===== src/design/spsf_pkg.sv =====
package spsf_pkg;

  // port numbering inside arrays
  localparam int unsigned NPORTS = 2;
  localparam int unsigned P232   = 0;
  localparam int unsigned P422   = 1;

  // register indices; the byte address is four times the index
  localparam int unsigned ADDR_W = 12;
  localparam logic [9:0] IDX_422_STATUS  = 10'h13e;
  localparam logic [9:0] IDX_422_COUNT   = 10'h13f;
  localparam logic [9:0] IDX_232_STATUS  = 10'h188;
  localparam logic [9:0] IDX_232_COUNT   = 10'h189;
  localparam logic [9:0] IDX_RESTART     = 10'h20e;
  localparam logic [9:0] IDX_ERR_CODES   = 10'h210;
  localparam logic [9:0] IDX_SETTINGS    = 10'h26b;
  localparam logic [9:0] IDX_IRQ_STATUS  = 10'h300;
  localparam logic [9:0] IDX_IRQ_CLEAR   = 10'h301;
  localparam logic [9:0] IDX_IRQ_ENABLE  = 10'h302;

  // field positions
  localparam int unsigned ERR_LO       = 2;
  localparam int unsigned B232_COMM    = 4;
  localparam int unsigned B232_SEND    = 5;
  localparam int unsigned B232_RXDONE  = 6;
  localparam int unsigned B232_OVF     = 7;
  localparam int unsigned B422_COMM    = 8;
  localparam int unsigned B422_SEND    = 9;
  localparam int unsigned B422_RXDONE  = 10;
  localparam int unsigned B422_OVF     = 11;
  localparam int unsigned B422_BUSY    = 15;
  localparam int unsigned B232_BUSY    = 2;
  localparam int unsigned B232_RESTART = 0;
  localparam int unsigned B422_RESTART = 7;

  // interrupt event layout, four per port
  localparam int unsigned IRQ_PER_PORT = 4;
  localparam int unsigned IRQ_COMM     = 0;
  localparam int unsigned IRQ_RXDONE   = 1;
  localparam int unsigned IRQ_OVF      = 2;
  localparam int unsigned IRQ_RESTART  = 3;

  // values after reset
  localparam logic [15:0] COUNT_RST = 16'h0000;
  localparam logic [7:0]  IRQ_RST   = 8'h00;

  // bus answers
  localparam logic [1:0] RESP_OKAY   = 2'b00;
  localparam logic [1:0] RESP_SLVERR = 2'b10;

  // events and levels from one serial port engine
  typedef struct packed {
    logic [3:0] err;          // error flag pulses
    logic       comm_err;     // pulse
    logic       send_ready;   // level
    logic       rx_done;      // pulse
    logic       overflow;     // pulse
    logic       rx_byte;      // pulse per received byte
    logic       settings_busy; // level
    logic       restart_done; // pulse
  } spsf_evt_t;

  // reported state of one port
  typedef struct packed {
    logic [3:0]  err;
    logic        comm_err;
    logic        send_ready;
    logic        rx_done;
    logic        overflow;
    logic        settings_busy;
    logic [15:0] count;
    logic        restart;
  } spsf_stat_t;

endpackage


===== src/design/spsf_port.sv =====
`timescale 1ns/1ns
module spsf_port
  import spsf_pkg::*;
(
  // clock and reset
  input  wire logic       aclk,
  input  wire logic       aresetn,
  // control
  input  wire logic       raw_mode,
  input  wire logic       restart_set,
  // port engine
  input  wire spsf_evt_t  evt,
  // status
  output spsf_stat_t      stat
);

  spsf_stat_t next_stat;
  logic       done_eff;

  // completion only counts while a restart is pending
  assign done_eff = stat.restart & evt.restart_done;

  // sticky flags cleared by a finished restart; a new event wins
  always_comb begin
    next_stat = stat;
    next_stat.err = (done_eff ? 4'h0 : stat.err) | evt.err;
    next_stat.comm_err = (stat.comm_err & ~done_eff)
                       | evt.comm_err;
    next_stat.send_ready = raw_mode & evt.send_ready;
    next_stat.rx_done = (stat.rx_done & ~done_eff)
                      | (raw_mode & evt.rx_done);
    next_stat.overflow = (stat.overflow & ~done_eff)
                       | (raw_mode & evt.overflow);
    next_stat.settings_busy = evt.settings_busy;
    if (done_eff) begin
      next_stat.count = COUNT_RST;
    end
    if (raw_mode && evt.rx_byte) begin
      next_stat.count = next_stat.count + 16'h0001;
    end
    // a fresh request wins over completion
    next_stat.restart = restart_set
                      | (stat.restart & ~done_eff);
  end

  always_ff @(posedge aclk) begin
    if (!aresetn) begin
      stat <= '0;
    end else begin
      stat <= next_stat;
    end
  end
endmodule // spsf_port


===== src/design/spsf_regs.sv =====
`timescale 1ns/1ns
module spsf_regs
  import spsf_pkg::*;
(
  // clock and reset
  input  wire logic              aclk,
  input  wire logic              aresetn,
  // axi4-lite write address
  input  wire logic [ADDR_W-1:0] awaddr,
  input  wire logic              awvalid,
  output logic                   awready,
  // axi4-lite write data
  input  wire logic [31:0]       wdata,
  input  wire logic [3:0]        wstrb,
  input  wire logic              wvalid,
  output logic                   wready,
  // axi4-lite write response
  output logic [1:0]             bresp,
  output logic                   bvalid,
  input  wire logic              bready,
  // axi4-lite read
  input  wire logic [ADDR_W-1:0] araddr,
  input  wire logic              arvalid,
  output logic                   arready,
  output logic [31:0]            rdata,
  output logic [1:0]             rresp,
  output logic                   rvalid,
  input  wire logic              rready,
  // serial port engines
  input  wire spsf_evt_t         evt_232,
  input  wire spsf_evt_t         evt_422,
  input  wire logic              terminal_link_mode,
  input  wire logic [7:0]        term_active,
  input  wire logic              term_prio_valid,
  input  wire logic [2:0]        term_prio_unit,
  // restart requests to the engines
  output logic [NPORTS-1:0]      restart_req,
  // interrupt
  output logic                   irq
);

  spsf_evt_t         evt [NPORTS];
  spsf_stat_t        stat [NPORTS];
  logic [NPORTS-1:0] raw_mode;
  logic [NPORTS-1:0] restart_set;
  logic [7:0]        prio_onehot;
  logic [7:0]        irq_event;

  assign evt[P232] = evt_232;
  assign evt[P422] = evt_422;
  // the RS-422A port has no terminal link mode
  assign raw_mode[P232] = ~terminal_link_mode;
  assign raw_mode[P422] = 1'b1;

  ////////////////////////////////////////////////////////////////////////
  // per-port status logic
  for (genvar p = 0; p < NPORTS; p++) begin : g_port
    spsf_port u_port (
      .aclk        (aclk),
      .aresetn     (aresetn),
      .raw_mode    (raw_mode[p]),
      .restart_set (restart_set[p]),
      .evt         (evt[p]),
      .stat        (stat[p])
    );
    assign restart_req[p] = stat[p].restart;
    // interrupt sources of this port
    assign irq_event[p*IRQ_PER_PORT+IRQ_COMM] = evt[p].comm_err;
    assign irq_event[p*IRQ_PER_PORT+IRQ_RXDONE] =
      raw_mode[p] & evt[p].rx_done;
    assign irq_event[p*IRQ_PER_PORT+IRQ_OVF] =
      raw_mode[p] & evt[p].overflow;
    assign irq_event[p*IRQ_PER_PORT+IRQ_RESTART] =
      stat[p].restart & evt[p].restart_done;
  end

  // priority unit index to a single set bit
  for (genvar u = 0; u < 8; u++) begin : g_prio
    assign prio_onehot[u] = term_prio_valid
                          && (term_prio_unit == 3'(u));
  end

  ////////////////////////////////////////////////////////////////////////
  // rs-232c counter word, registered so it can be read stable
  logic [15:0] cnt232_word;
  logic [15:0] next_cnt232_word;

  always_comb begin
    if (terminal_link_mode) begin
      next_cnt232_word = {prio_onehot, term_active};
    end else begin
      next_cnt232_word = stat[P232].count;
    end
  end

  always_ff @(posedge aclk) begin
    if (!aresetn) begin
      cnt232_word <= COUNT_RST;
    end else begin
      cnt232_word <= next_cnt232_word;
    end
  end

  ////////////////////////////////////////////////////////////////////////
  // write channel: address and data are held until both are here
  logic              aw_held;
  logic              w_held;
  logic [ADDR_W-1:0] aw_addr;
  logic [31:0]       w_data;
  logic [3:0]        w_strb;
  logic              wr_en;
  logic              next_aw_held;
  logic              next_w_held;
  logic [ADDR_W-1:0] next_aw_addr;
  logic [31:0]       next_w_data;
  logic [3:0]        next_w_strb;
  logic              next_bvalid;
  logic [1:0]        next_bresp;
  logic [9:0]        wr_idx;
  logic              wr_hit;

  assign awready = ~aw_held;
  assign wready  = ~w_held;
  // one write at a time: commit only once the last answer is gone
  assign wr_en   = aw_held & w_held & ~bvalid;
  assign wr_idx  = aw_addr[ADDR_W-1:2];
  assign wr_hit  = (wr_idx == IDX_422_STATUS) || (wr_idx == IDX_422_COUNT)
                || (wr_idx == IDX_232_STATUS) || (wr_idx == IDX_232_COUNT)
                || (wr_idx == IDX_RESTART) || (wr_idx == IDX_ERR_CODES)
                || (wr_idx == IDX_SETTINGS) || (wr_idx == IDX_IRQ_STATUS)
                || (wr_idx == IDX_IRQ_CLEAR) || (wr_idx == IDX_IRQ_ENABLE);

  always_comb begin
    next_aw_held = aw_held;
    next_w_held  = w_held;
    next_aw_addr = aw_addr;
    next_w_data  = w_data;
    next_w_strb  = w_strb;
    next_bvalid  = bvalid;
    next_bresp   = bresp;
    if (awvalid && awready) begin
      next_aw_held = 1'b1;
      next_aw_addr = awaddr;
    end
    if (wvalid && wready) begin
      next_w_held = 1'b1;
      next_w_data = wdata;
      next_w_strb = wstrb;
    end
    if (bvalid && bready) begin
      next_bvalid = 1'b0;
    end
    if (wr_en) begin
      next_aw_held = 1'b0;
      next_w_held  = 1'b0;
      next_bvalid  = 1'b1;
      next_bresp   = wr_hit ? RESP_OKAY : RESP_SLVERR;
    end
  end

  always_ff @(posedge aclk) begin
    if (!aresetn) begin
      aw_held <= 1'b0;
      w_held  <= 1'b0;
      aw_addr <= '0;
      w_data  <= '0;
      w_strb  <= '0;
      bvalid  <= 1'b0;
      bresp   <= RESP_OKAY;
    end else begin
      aw_held <= next_aw_held;
      w_held  <= next_w_held;
      aw_addr <= next_aw_addr;
      w_data  <= next_w_data;
      w_strb  <= next_w_strb;
      bvalid  <= next_bvalid;
      bresp   <= next_bresp;
    end
  end

  // restart bits live in byte lane 0; writing zero has no effect
  assign restart_set[P232] = wr_en && (wr_idx == IDX_RESTART)
    && w_strb[0] && w_data[B232_RESTART];
  assign restart_set[P422] = wr_en && (wr_idx == IDX_RESTART)
    && w_strb[0] && w_data[B422_RESTART];

  ////////////////////////////////////////////////////////////////////////
  // interrupt status, enable and write-one-to-clear
  logic [7:0] irq_status;
  logic [7:0] irq_enable;
  logic [7:0] next_irq_status;
  logic [7:0] next_irq_enable;
  logic [7:0] irq_clr;

  assign irq_clr = (wr_en && (wr_idx == IDX_IRQ_CLEAR) && w_strb[0])
                 ? w_data[7:0] : 8'h00;

  always_comb begin
    // an event in the clearing cycle is kept
    next_irq_status = (irq_status & ~irq_clr) | irq_event;
    next_irq_enable = irq_enable;
    if (wr_en && (wr_idx == IDX_IRQ_ENABLE) && w_strb[0]) begin
      next_irq_enable = w_data[7:0];
    end
  end

  always_ff @(posedge aclk) begin
    if (!aresetn) begin
      irq_status <= IRQ_RST;
      irq_enable <= IRQ_RST;
    end else begin
      irq_status <= next_irq_status;
      irq_enable <= next_irq_enable;
    end
  end

  assign irq = |(irq_status & irq_enable);

  ////////////////////////////////////////////////////////////////////////
  // word images of the documented registers
  logic [15:0] w422_status;
  logic [15:0] w232_status;
  logic [15:0] w_restart;
  logic [15:0] w_err_codes;
  logic [15:0] w_settings;

  always_comb begin
    w422_status = 16'h0000;
    w422_status[ERR_LO +: 4]  = stat[P422].err;
    w422_status[B422_COMM]    = stat[P422].comm_err;
    w422_status[B422_SEND]    = stat[P422].send_ready;
    w422_status[B422_RXDONE]  = stat[P422].rx_done;
    w422_status[B422_OVF]     = stat[P422].overflow;
    w422_status[B422_BUSY]    = stat[P422].settings_busy;
    w232_status = 16'h0000;
    w232_status[B232_COMM]    = stat[P232].comm_err;
    w232_status[B232_SEND]    = stat[P232].send_ready;
    w232_status[B232_RXDONE]  = stat[P232].rx_done;
    w232_status[B232_OVF]     = stat[P232].overflow;
    w_restart = 16'h0000;
    w_restart[B232_RESTART]   = stat[P232].restart;
    w_restart[B422_RESTART]   = stat[P422].restart;
    w_err_codes = 16'h0000;
    w_err_codes[ERR_LO +: 4]  = stat[P232].err;
    w_settings = 16'h0000;
    w_settings[B232_BUSY]     = stat[P232].settings_busy;
  end

  ////////////////////////////////////////////////////////////////////////
  // read channel: answer one cycle after the address is taken
  logic [9:0]  rd_idx;
  logic [31:0] rd_mux;
  logic [1:0]  rd_resp;
  logic [31:0] next_rdata;
  logic [1:0]  next_rresp;
  logic        next_rvalid;

  assign arready = ~rvalid;
  assign rd_idx  = araddr[ADDR_W-1:2];

  // reads have no side effects; unmapped words answer an error
  always_comb begin
    rd_mux  = 32'h0000_0000;
    rd_resp = RESP_OKAY;
    if (rd_idx == IDX_422_STATUS) begin
      rd_mux = {16'h0000, w422_status};
    end else if (rd_idx == IDX_422_COUNT) begin
      rd_mux = {16'h0000, stat[P422].count};
    end else if (rd_idx == IDX_232_STATUS) begin
      rd_mux = {16'h0000, w232_status};
    end else if (rd_idx == IDX_232_COUNT) begin
      rd_mux = {16'h0000, cnt232_word};
    end else if (rd_idx == IDX_RESTART) begin
      rd_mux = {16'h0000, w_restart};
    end else if (rd_idx == IDX_ERR_CODES) begin
      rd_mux = {16'h0000, w_err_codes};
    end else if (rd_idx == IDX_SETTINGS) begin
      rd_mux = {16'h0000, w_settings};
    end else if (rd_idx == IDX_IRQ_STATUS) begin
      rd_mux = {24'h00_0000, irq_status};
    end else if (rd_idx == IDX_IRQ_CLEAR) begin
      rd_mux = 32'h0000_0000;                  // write-only
    end else if (rd_idx == IDX_IRQ_ENABLE) begin
      rd_mux = {24'h00_0000, irq_enable};
    end else begin
      rd_resp = RESP_SLVERR;
    end
  end

  always_comb begin
    next_rdata  = rdata;
    next_rresp  = rresp;
    next_rvalid = rvalid;
    if (rvalid && rready) begin
      next_rvalid = 1'b0;
    end
    if (arvalid && arready) begin
      next_rdata  = rd_mux;
      next_rresp  = rd_resp;
      next_rvalid = 1'b1;
    end
  end

  always_ff @(posedge aclk) begin
    if (!aresetn) begin
      rdata  <= 32'h0000_0000;
      rresp  <= RESP_OKAY;
      rvalid <= 1'b0;
    end else begin
      rdata  <= next_rdata;
      rresp  <= next_rresp;
      rvalid <= next_rvalid;
    end
  end
endmodule // spsf_regs


===== config.mk =====
export PLATFORM = sky130hd
export DESIGN_NAME = spsf_regs
export DESIGN_NICKNAME = d
export VERILOG_FILES = /design/src/design/spsf_pkg.sv /design/src/design/spsf_port.sv /design/src/design/spsf_regs.sv
export SDC_FILE = /design/constraint.sdc
export NUM_CORES = 1
export LEC_CHECK = 0
export ABC_AREA = 1
export ABC_CLOCK_PERIOD_IN_PS = 2500
export BUFFER_PORTS_ARGS = -buffer_cell sky130_fd_sc_hd__buf_2
export CORE_MARGIN = 8
export CORE_UTILIZATION = 54
export DETAILED_ROUTE_END_ITERATION = 8
export PLACE_DENSITY = 0.8
export REMOVE_ABC_BUFFERS = 1
export SLEW_MARGIN = 10
export SYNTH_ARGS = -nofsm -noshare
export SYNTH_HDL_FRONTEND = slang
export SYNTH_SLANG_ARGS = --single-unit

===== constraint.sdc =====
create_clock -name aclk -period 2.5 [get_ports aclk]
set_clock_uncertainty 0.1 [all_clocks]
set_input_delay 0.125 -clock aclk [delete_from_list [all_inputs] [get_ports aclk]]
set_output_delay 0.125 -clock aclk [all_outputs]
set_load 0.1 [all_outputs]

== Word-level counts from Yosys, hierarchy flattened ==
Cells that the tools add are included.

* Register bits: 145
* Latch bits: 0
* RAM bits: 0
* Memory bits (read-only): 0
* Logic and storage cells: 164
* Memories kept: 0

* Add/sub/neg operators: 2
* Multiply operators: 0
* Divide/modulo/power cells: 0
* Order comparisons: 0
* Eq/ne operators: 27
* Shifts and indexed selects: 0
* Mux-type cells: 33
* Bitwise logic cells: 37
* Reduce and logical (&&, ||, !) cells: 36

{| class="wikitable"
|+ Operator list
! cell !! count
|-
| 16-bit 2-to-1 mux || 9
|-
| 10-bit equality test, second input constant || 12
|-
| 10-bit by 9-bit equality test with 1-bit output, second input constant || 8
|-
| 8-bit 2-to-1 mux || 7
|-
| 16-bit by 1-bit adder with 16-bit output, second input constant || 2
|-
| 1-bit logical AND || 22
|-
| 2-bit 2-to-1 mux || 11
|-
| 8-bit AND || 2
|-
| 1-bit AND || 15
|-
| 3-bit equality test, second input constant || 4
|-
| 1-bit logical OR || 9
|-
| 4-bit 2-to-1 mux || 2
|-
| 1-bit inverter || 8
|-
| 8-bit inverter || 1
|-
| 1-bit bitwise OR || 8
|-
| 4-bit bitwise OR || 2
|-
| 8-bit bitwise OR || 1
|-
| 8-bit OR reduction || 1
|-
| 3-bit by 2-bit equality test with 1-bit output, second input constant || 2
|-
| 1-bit 2-to-1 mux || 4
|-
| 2-bit nonzero test || 2
|-
| 3-bit by 1-bit equality test with 1-bit output, second input constant || 1
|-
| 3-bit zero test || 1
|-
| 2-bit OR reduction || 1
|}

== Longest topological paths before layout ==
Gate-level depths: netlist of the first run.

* Word-level depth: 11
* Depth in mapped cells: 15
* Depth with buffers taken out: 15

== Hierarchy ==
From an unflattened synthesis of the first run, not the netlist that was laid out.

* Cells, all modules: 923
* Area, all modules: 6367.4 sq um

{| class="wikitable"
|+ By module, submodules not included
! module !! times used !! cells each !! area each (sq um) !! sequential area each (sq um)
|-
| spsf_regs || 1 || 585 || 3789.9 || 1461.4
|-
| spsf_port || 2 || 169 || 1288.7 || 520.5
|}

== Least setup slack after synthesis of the first run ==
OpenSTA, ideal clock, no wires.

* Path kind: flip-flop to flip-flop
* Start: reg rvalid
* End: reg rdata[14]
* Setup time: 0.075 ns
* Arrival time: 2.238 ns
* Data required time: 2.325 ns
* Path slack: 0.087 ns
* Stages on the path, launching flop included: 6
* Path buffers: 1
* Period minus slack after synthesis: 2.413 ns
* Cell sequence: dfxtp_1 -> inv_2 -> nand2_1 -> clkbuf_1 -> nand2_1 -> a31oi_1

* Word-level cells in the longest chain between the ends: 2

{| class="wikitable"
|+ Ends and longest elaborated chain
! item !! line !! text
|-
| start, declared || spsf_regs.sv:27 || <nowiki>output logic rvalid,</nowiki>
|-
| start signal, assigned || spsf_regs.sv:312 || <nowiki>rvalid <= next_rvalid;</nowiki>
|-
| 1-bit inverter || spsf_regs.sv:258 || <nowiki>assign arready = ~rvalid;</nowiki>
|-
| named net arready || spsf_regs.sv:24 || <nowiki>output logic arready,</nowiki>
|-
| 1-bit logical AND || spsf_regs.sv:297 || <nowiki>if (arvalid && arready) begin</nowiki>
|-
| end signal, assigned || spsf_regs.sv:310 || <nowiki>rdata <= next_rdata;</nowiki>
|-
| end, declared || spsf_regs.sv:25 || <nowiki>output logic [31:0] rdata,</nowiki>
|}

The timed path passes the listed nets, and every way through them passes these cells.
A chain may end at the register's enable or synchronous reset.

== Final worst setup path of the first run ==
* Start: in evt_232[0] (netlist name)
* End: reg, netlist name g_port[0].u_port.stat[11]

* Word-level cells in the longest chain between the ends: 4

{| class="wikitable"
|+ Ends and longest elaborated chain
! item !! line !! text
|-
| start, declared || spsf_regs.sv:30 || <nowiki>input wire spsf_evt_t evt_232,</nowiki>
|-
| 1-bit AND * || spsf_port.sv:21 || <nowiki>assign done_eff = stat.restart & evt.restart_done;</nowiki>
|-
| 16-bit 2-to-1 mux * || spsf_port.sv:35 || <nowiki>if (done_eff) begin</nowiki>
|-
| 16-bit by 1-bit adder with 16-bit output || spsf_port.sv:39 || <nowiki>next_stat.count = next_stat.count + 16'h0001;</nowiki>
|-
| 16-bit 2-to-1 mux * || spsf_port.sv:38 || <nowiki>if (raw_mode && evt.rx_byte) begin</nowiki>
|}

Every way passes the cells marked *; elsewhere a longest branch is shown, timed or not.

==> impl_results.md, run 1 <==
- Adder and majority gate portion of the synthesized area: 0.4055%
- Via count of the routed design: 6,293
- Core region area: 11,270 um^2
- Number of nets with antenna violations after detailed routing: 0
- Setup repair after global routing missed its margin: false
- Area of the die: 15,100 um^2
- Count of max-cap constraint violations: 0
- Clk network pwr share: approximately half
- WL/cell: 14.76 um
- Total global routing track utilization: 23.77%
- Most common cell after layout, fill and taps aside: nand2_1
- Origin of the worst setup path: evt_232[0]
- Most used flip-flop cell after synthesis: dfxtp_1
- Detail Placement HPWL: between 10 and 15 mm
- Worst setup path category: in -> reg
- Post-CTS Setup Bufs: 0
- Floorplan die width: approximately 120 um
- Violation count after the first detailed-route iteration: 643
- Cell area after layout: about 7900 um^2
- Worst-path fanout max: 10
- Worst R2R Path Depth: 14
- Run status: completed
- Initial cell density of the core: 54.75%
- Die Span Y: ~120 um
- Worst EP required: 2.74 ns
- Power, Total: 5441 uW
- Total negative setup slack: 0 ns
- Core occupancy in the finished layout: 69.91%
- Routed wire length: around 18 mm
- Path type of the worst min-delay path: in -> reg
- Number of distinct library cells after synthesis: 46
- Cell depth of the worst hold path: 3
- Synthesis warning total: 0
- Worst reg2reg startpoint: g_port[0].u_port.stat[0]
- Total of flip-flops plus latches after synthesis: 125
- Area of the mapped netlist: 6171 um^2
- Cell total after placement: 1,106
- Initial antenna violation count: 0
- Critical path startpoint category: input port
- Post-synth EDFFs: 0
- Remaining global-route overflow: 0
- Pwr/cell area: 690.5 nW/um^2
- Non-filler instance count after layout: 1,194
- Area Growth Syn to Fin: 27.70%
- Area post-placement: 6678 um^2
- Sequential share of power: 38.9%
- TritonCTS Sinks: 125
- Maximum clock insertion buffer count: 2
- Period utilisation layout: 84.27%
- Leakage dissipation: between 0.003 and 0.004 uW
- Number of pins with negative max-slew slack in the final report: 0
- Drt pass-1 iters: 5
- Commonest non-fill, non-tap cells in the layout: nand2_1 (142), dfxtp_1 (125), inv_1 (111)
- Final Wtd Congestion: 0.8978
- Mux share of post-synthesis cell area: 0%
- Largest net degree at the start of global routing: between 70 and 80
- CTS buffer count: 17
- Proportion of register bits with asynchronous set or reset after synthesis: 0%
- Logic gate share of total power: approximately 12%
- Part of the Yosys area used for sequential elements: roughly 41%
- Clock-pin slew of the registers on the worst-case setup and hold paths: 0.05 ns
- Count of unresolved DRC violations after routing: 0
- Peak clock frequency supported by timing: 474.7 MHz
- Routed vias/inst: 5.271
- Final hold violation count: 0
- Clock latency reported for the late side of the worst-skew pair: 0.42 ns
- Layout cell share with drive strength beyond 1: approximately a fifth
- Synthesized-area fraction occupied by and/or/nand/nor cells: 28.08%
- Synth Area in Compound Gates: between 10% and 20%
- Switching part of the total power: a little over a quarter
- I/O pin count: 146
- Standard-cell rows: 39
- Number of levels in the clock H-tree: 4
- First-pass GRT wire length: 28.45 mm
- Cell-internal power: 4007 uW
- Endpoints failing setup: 0
- Synthesized netlist cell count: 891
- Filler cell count in the final layout: 903
- Library cell used as clock root buffer: clkbuf_16
- Arrival time of the worst setup path: approximately 2.4 ns
- Hold path startpoint: terminal_link_mode
- Maximum ir drop on the vdd rail: 0.5676 mV
- Mapped Avg Cell Area: 6.926 um^2
- CP Capture Type: register
- Total net switching power: 1434 uW
- Slew @ Worst Pin: 1.031 ns
- Combinational family with the most area after synthesis: simple AND/OR/NAND/NOR gates
- Port buffer count: 96
- Number of nets in the final layout: 1,141
- XOR/XNOR Fraction of Synth Area: 0.8516%
- Minimum clock period after layout: 2.107 ns
- Slew HR: 31.15%
- Clock tree from TritonCTS: built
- Via count of the first global-routing pass: 5,960
## registers in the layout, summed over array words and instances, names as in the netlist
signal	cells
w_data	8
bresp	1
g_port.u_port.stat	52
irq_enable	8
rvalid	1
aw_held	1
aw_addr	10
w_strb	1
irq_status	8
w_held	1
cnt232_word	16
rresp	1
rdata	16
bvalid	1
## metal layers
layer | part of all wire (%) | vias to the layer above | track usage (%)
li1 | - | 3162 | -
met1 | 44 | 2855 | 28.85
met2 | 48 | 236 | 40.40
met3 | 6.1 | 40 | 4.338
met4 | 2.5 | 0 | 10.51
met5 | 0 | - | 0
## stage by stage
step | worst slack, ns | hold slack [ns]
2_1_floorplan | -0.1864 | 0.1185
3_3_place_gp | 0.5720 | 0.2180
3_5_place_dp | 0.5254 | 0.2209
4_1_cts | 0.4279 | 0.01878
5_1_grt | 0.2327 | 0.04108
6_report | 0.3932 | 0.04161
## cell families (layout without fill, tap and decap cells)
family	after synthesis	after routing
compound gates	202	202
xor+xnor	6	6
fa+ha+maj	2	2
buf+inv	179	321
simple gates	376	376
flops	125	125
other cells	1	19
## path summary, 6_finish.rpt
check                              end  slack (ns)
max reg2reg  g_port[0].u_port.stat[11]        0.43
max          g_port[0].u_port.stat[11]        0.39
min reg2reg  g_port[1].u_port.stat[18]        0.36
min                     cnt232_word[0]        0.04
## final cells by class
type	count	area, um^2	share of cell area (%)
multi-input combinational	604	2963	37.60
antenna	1	2.502	0.03176
sequential	125	2502	31.76
clock inverter	12	182.7	2.318
tap	143	178.9	2.271
inverter	134	510.5	6.478
timing repair buffer	155	1074	13.62
clock buffer	20	466.7	5.923
## critical path: stages
cell	delay, ns
dlygate4sd3_1	0.54
buf_2	0.14
nand2_4	0.15
inv_4	0.10
nor2_2	0.13
ha_1	0.15
inv_1	0.07
nor2_2	0.16
nand2_1	0.08
nor2_2	0.10
nand2_1	0.07
inv_2	0.07
nand4_2	0.10
nor2_2	0.12
nand2_1	0.07
a21oi_1	0.15
## cell usage after synthesis (3+ instances only)
cell / count / area share, %
a21oi_1: 98 / 7.9
a31oi_1: 6 / 0.61
buf_2: 3 / 0.24
buf_4: 21 / 2.6
clkbuf_1: 19 / 1.2
dfxtp_1: 125 / 41
inv_1: 111 / 6.8
inv_2: 19 / 1.2
nand2_1: 142 / 8.6
nand2_2: 13 / 1.3
nand3_1: 54 / 4.4
nand4_1: 13 / 1.3
nor2_1: 97 / 5.9
nor2_2: 17 / 1.7
nor2_4: 4 / 0.73
nor3_1: 20 / 1.6
nor3_2: 5 / 0.81
o211ai_1: 11 / 1.3
o21ai_0: 68 / 5.5
o21ai_1: 5 / 0.41
o22ai_1: 3 / 0.30
xnor2_1: 4 / 0.57
## timing repair
action,4_1_cts,5_1_grt
resized for setup,0,0
hold endpoints to repair,67,0
hold buffers,55,0
## power by group through the flow
stage | Clock (uW) | Sequential [uW] | Combinational [uW]
final | 2690 | 2120 | 631
after global routing | 2800 | 2120 | 682
after CTS | 2700 | 2120 | 622
after detailed placement | 0 | 2160 | 553
after global placement | 0 | 2160 | 547
after floorplan | 0 | 2200 | 345
(Power assumes the default switching activity.)
==> inputs of run 2 (changes only) <==
--- a/config.mk
+++ b/config.mk
@@ -6,7 +6,7 @@
 export NUM_CORES = 1
 export LEC_CHECK = 0
 export ABC_AREA = 1
-export ABC_CLOCK_PERIOD_IN_PS = 2500
+export ABC_CLOCK_PERIOD_IN_PS = 1990
 export BUFFER_PORTS_ARGS = -buffer_cell sky130_fd_sc_hd__buf_2
 export CORE_MARGIN = 8
 export CORE_UTILIZATION = 54
==> constraint.sdc (replaced) <==
create_clock -name aclk -period 1.99 [get_ports aclk]
set_clock_uncertainty 0.1 [all_clocks]
set_input_delay 0.0995 -clock aclk [delete_from_list [all_inputs] [get_ports aclk]]
set_output_delay 0.0995 -clock aclk [all_outputs]
set_load 0.1 [all_outputs]
==> run 2 against run 1 <==
  * Register-to-register slack worse by 0.36 ns
  * Global-route usage up 0.23 points
  * First-iteration DRC count fell by 7.0%
  * Largest power group unchanged
==> impl_results.md, run 2 (synthesized netlist as in run 1, its figures left out) <==
- WL met3: 1.475 mm
- Area of the die: 15,100 um^2
- Worst slack at placement: 0.02246 ns
- Count of max-cap constraint violations: 0
- Floorplan die width: 122.9 um
- Final Wtd Congestion: 0.9271
- Via count of the first global-routing pass: 6,291
- Regs by FF count: g_port.u_port.stat (52), cnt232_word (16), rdata (16)
- Maximum clock insertion buffer count: 2
- Routed length on met2: 8.587 mm
- Number of levels in the clock H-tree: 4
- Standard-cell rows: 39
- Register Area: around 2500 um^2
- Minimum clock period after layout: between 1.5 and 2 ns
- Via count of the routed design: 6,525
- TritonCTS Sinks: 125
- Slowest Stage Delay on Critical Path: 0.35 ns
- Die Span Y: 122.9 um
- Routed wire length: 18.02 mm
- Filler cell count in the final layout: 891
- Violation count after the first detailed-route iteration: 598
- Arrival time of the worst setup path: about 2.1 ns
- Number of nets in the final layout: 1,157
- Register bank with the most flops: g_port.u_port.stat
- Most common cell after layout, fill and taps aside: nand2_1
- Leakage dissipation: 0.003370 uW
- Max reg flops: 52
- Worst setup slack after layout: 0.07125 ns
- CTS buffer count: 17
- Non-filler instance count after layout: 1,209
- Core region area: roughly 11,000 um^2
- Run status: completed
- Worst-path fanout max: 9
- Setup repair after global routing missed its margin: true
- Area post-placement: 6745 um^2
- Peak clock frequency supported by timing: 521.2 MHz
- Cell total after placement: ~1,100
- WL/cell: 14.90 um
- Area taken by multi-input logic gates: 3010 um^2
- Clock-pin slew of the registers on the worst-case setup and hold paths: 0.06 ns
- Total global routing track utilization: a little under a quarter
- I/O pin count: 146
- Clock latency reported for the late side of the worst-skew pair: 0.42 ns
- Area Growth Syn to Fin: 29.66%
- Library cell used as clock root buffer: clkbuf_16
- CP Capture Type: register
- Port buffer count: 96
- Layout cell share with drive strength beyond 1: 21.11%
- Pwr/cell area: 815.7 nW/um^2
- Initial antenna violation count: 0
- Diode count: 0
- Routed vias/inst: 5.397
- Path type of the worst min-delay path: in -> reg
- Worst EP required: 2.20 ns
- Clock tree from TritonCTS: built
- Drt pass-1 iters: 5
- Number of nets with antenna violations after detailed routing: 0
- Number of pins with negative max-slew slack in the final report: 0
- Commonest non-fill, non-tap cells in the layout: nand2_1 (141), dfxtp_1 (123), inv_1 (109)
- Critical-path cell list: nand2_4, inv_4, nor2_2, ha_2, nand2_1, nor2_1, nand4_1, nor3_2, nand3_1, nand2_1, nor2_1
- Count of unresolved DRC violations after routing: 0
- Detail Placement HPWL: 12.33 mm
- Cell type of the slowest stage on the worst timing path: dfxtp_2
- Critical path startpoint category: register
- Remaining global-route overflow: 0
- Maximum ir drop on the vdd rail: about 0.53 mV
- Endpoints failing setup: 0
- Initial cell density of the core: 54.75%
- Period utilisation layout: 96.42%
- First-pass GRT wire length: between 20 and 30 mm
- Final hold violation count: 0
- Worst setup path category: reg -> reg
- Met1 wire length: 7.441 mm
- DR top layer: met4
- Largest net degree at the start of global routing: approximately 50
- Cell area after layout: roughly 8000 um^2
-- run 2: changes by cell type in the layout (fill, tap and decap cells not counted), sizes merged, moves of 2 or more --
| cell | delta |
|---|---|
| buf | +12 |
| clkinv | +4 |
| dlygate4sd3 | +3 |
| bufinv | -2 |
| clkbuf | -2 |
-- run 2: report_power, final --
part	switching (uW)	total (uW)	internal, uW	leakage, uW
registers	61.5	2660	2600	0.00102
clock network	1170	3040	1870	0.000278
logic	572	821	250	0.00207
total	1810	6530	4720	0.00337
-- run 2: final cells by class --
| cell class | count | area share [%] |
|---|---|---|
| clock buffer | 18 | 5.489 |
| multi-input combinational | 604 | 37.62 |
| inverter | 134 | 6.380 |
| tap | 143 | 2.236 |
| sequential | 125 | 31.31 |
| clock inverter | 14 | 1.814 |
| timing repair buffer | 171 | 15.15 |
-- run 2: metrics by stage --
| step | hold WS [ns] | total power, uW | util, % | TNS, ns |
|---|---|---|---|---|
| after global routing | 0.08259 | 6732 | 70.98 | -0.1133 |
| after detailed placement | 0.1914 | 3416 | 59.84 | 0 |
| final | 0.02914 | 6526 | 70.98 | 0 |
| after floorplan | 0.09295 | 3196 | - | -17.18 |
| after CTS | 0.02769 | 6516 | 70.35 | 0 |
| after global placement | 0.1894 | 3402 | 59.84 | 0 |
-- run 2: worst max-delay path: cells and delay by family, from the launching register on --
kind,cells,cell delay (ns)
adders and majority gates,1,0.21
DFF,1,0.35
buffers and inverters,1,0.08
and+or+nand+nor,9,1.07
-- run 2: per-layer routing --
layer  vias up  track usage (%)
li1       3209                -
met1      2995            29.64
met2       277            39.72
met3        44            4.703
met4         0            11.04
met5         -                0
-- run 2: path summary, 6_finish.rpt --
check,start,endpoint,slack [ns],depth (start not counted)
worst max-delay path,g_port[1].u_port.stat[0],g_port[1].u_port.stat[15],0.07,11
worst min-delay path,araddr[3],rresp[1],0.03,5
worst max register to register,g_port[1].u_port.stat[0],g_port[1].u_port.stat[15],0.07,11
worst min register to register,rdata[10],rdata[10],0.36,2
-- run 2: what timing repair did --
action                                  in CTS  in global routing
buffers inserted                             0                  4
endpoints found under the hold margin       74                  0
gates resized for setup                      0                 19
endpoints found under the setup margin       0                  9
hold buffers                                60                  0
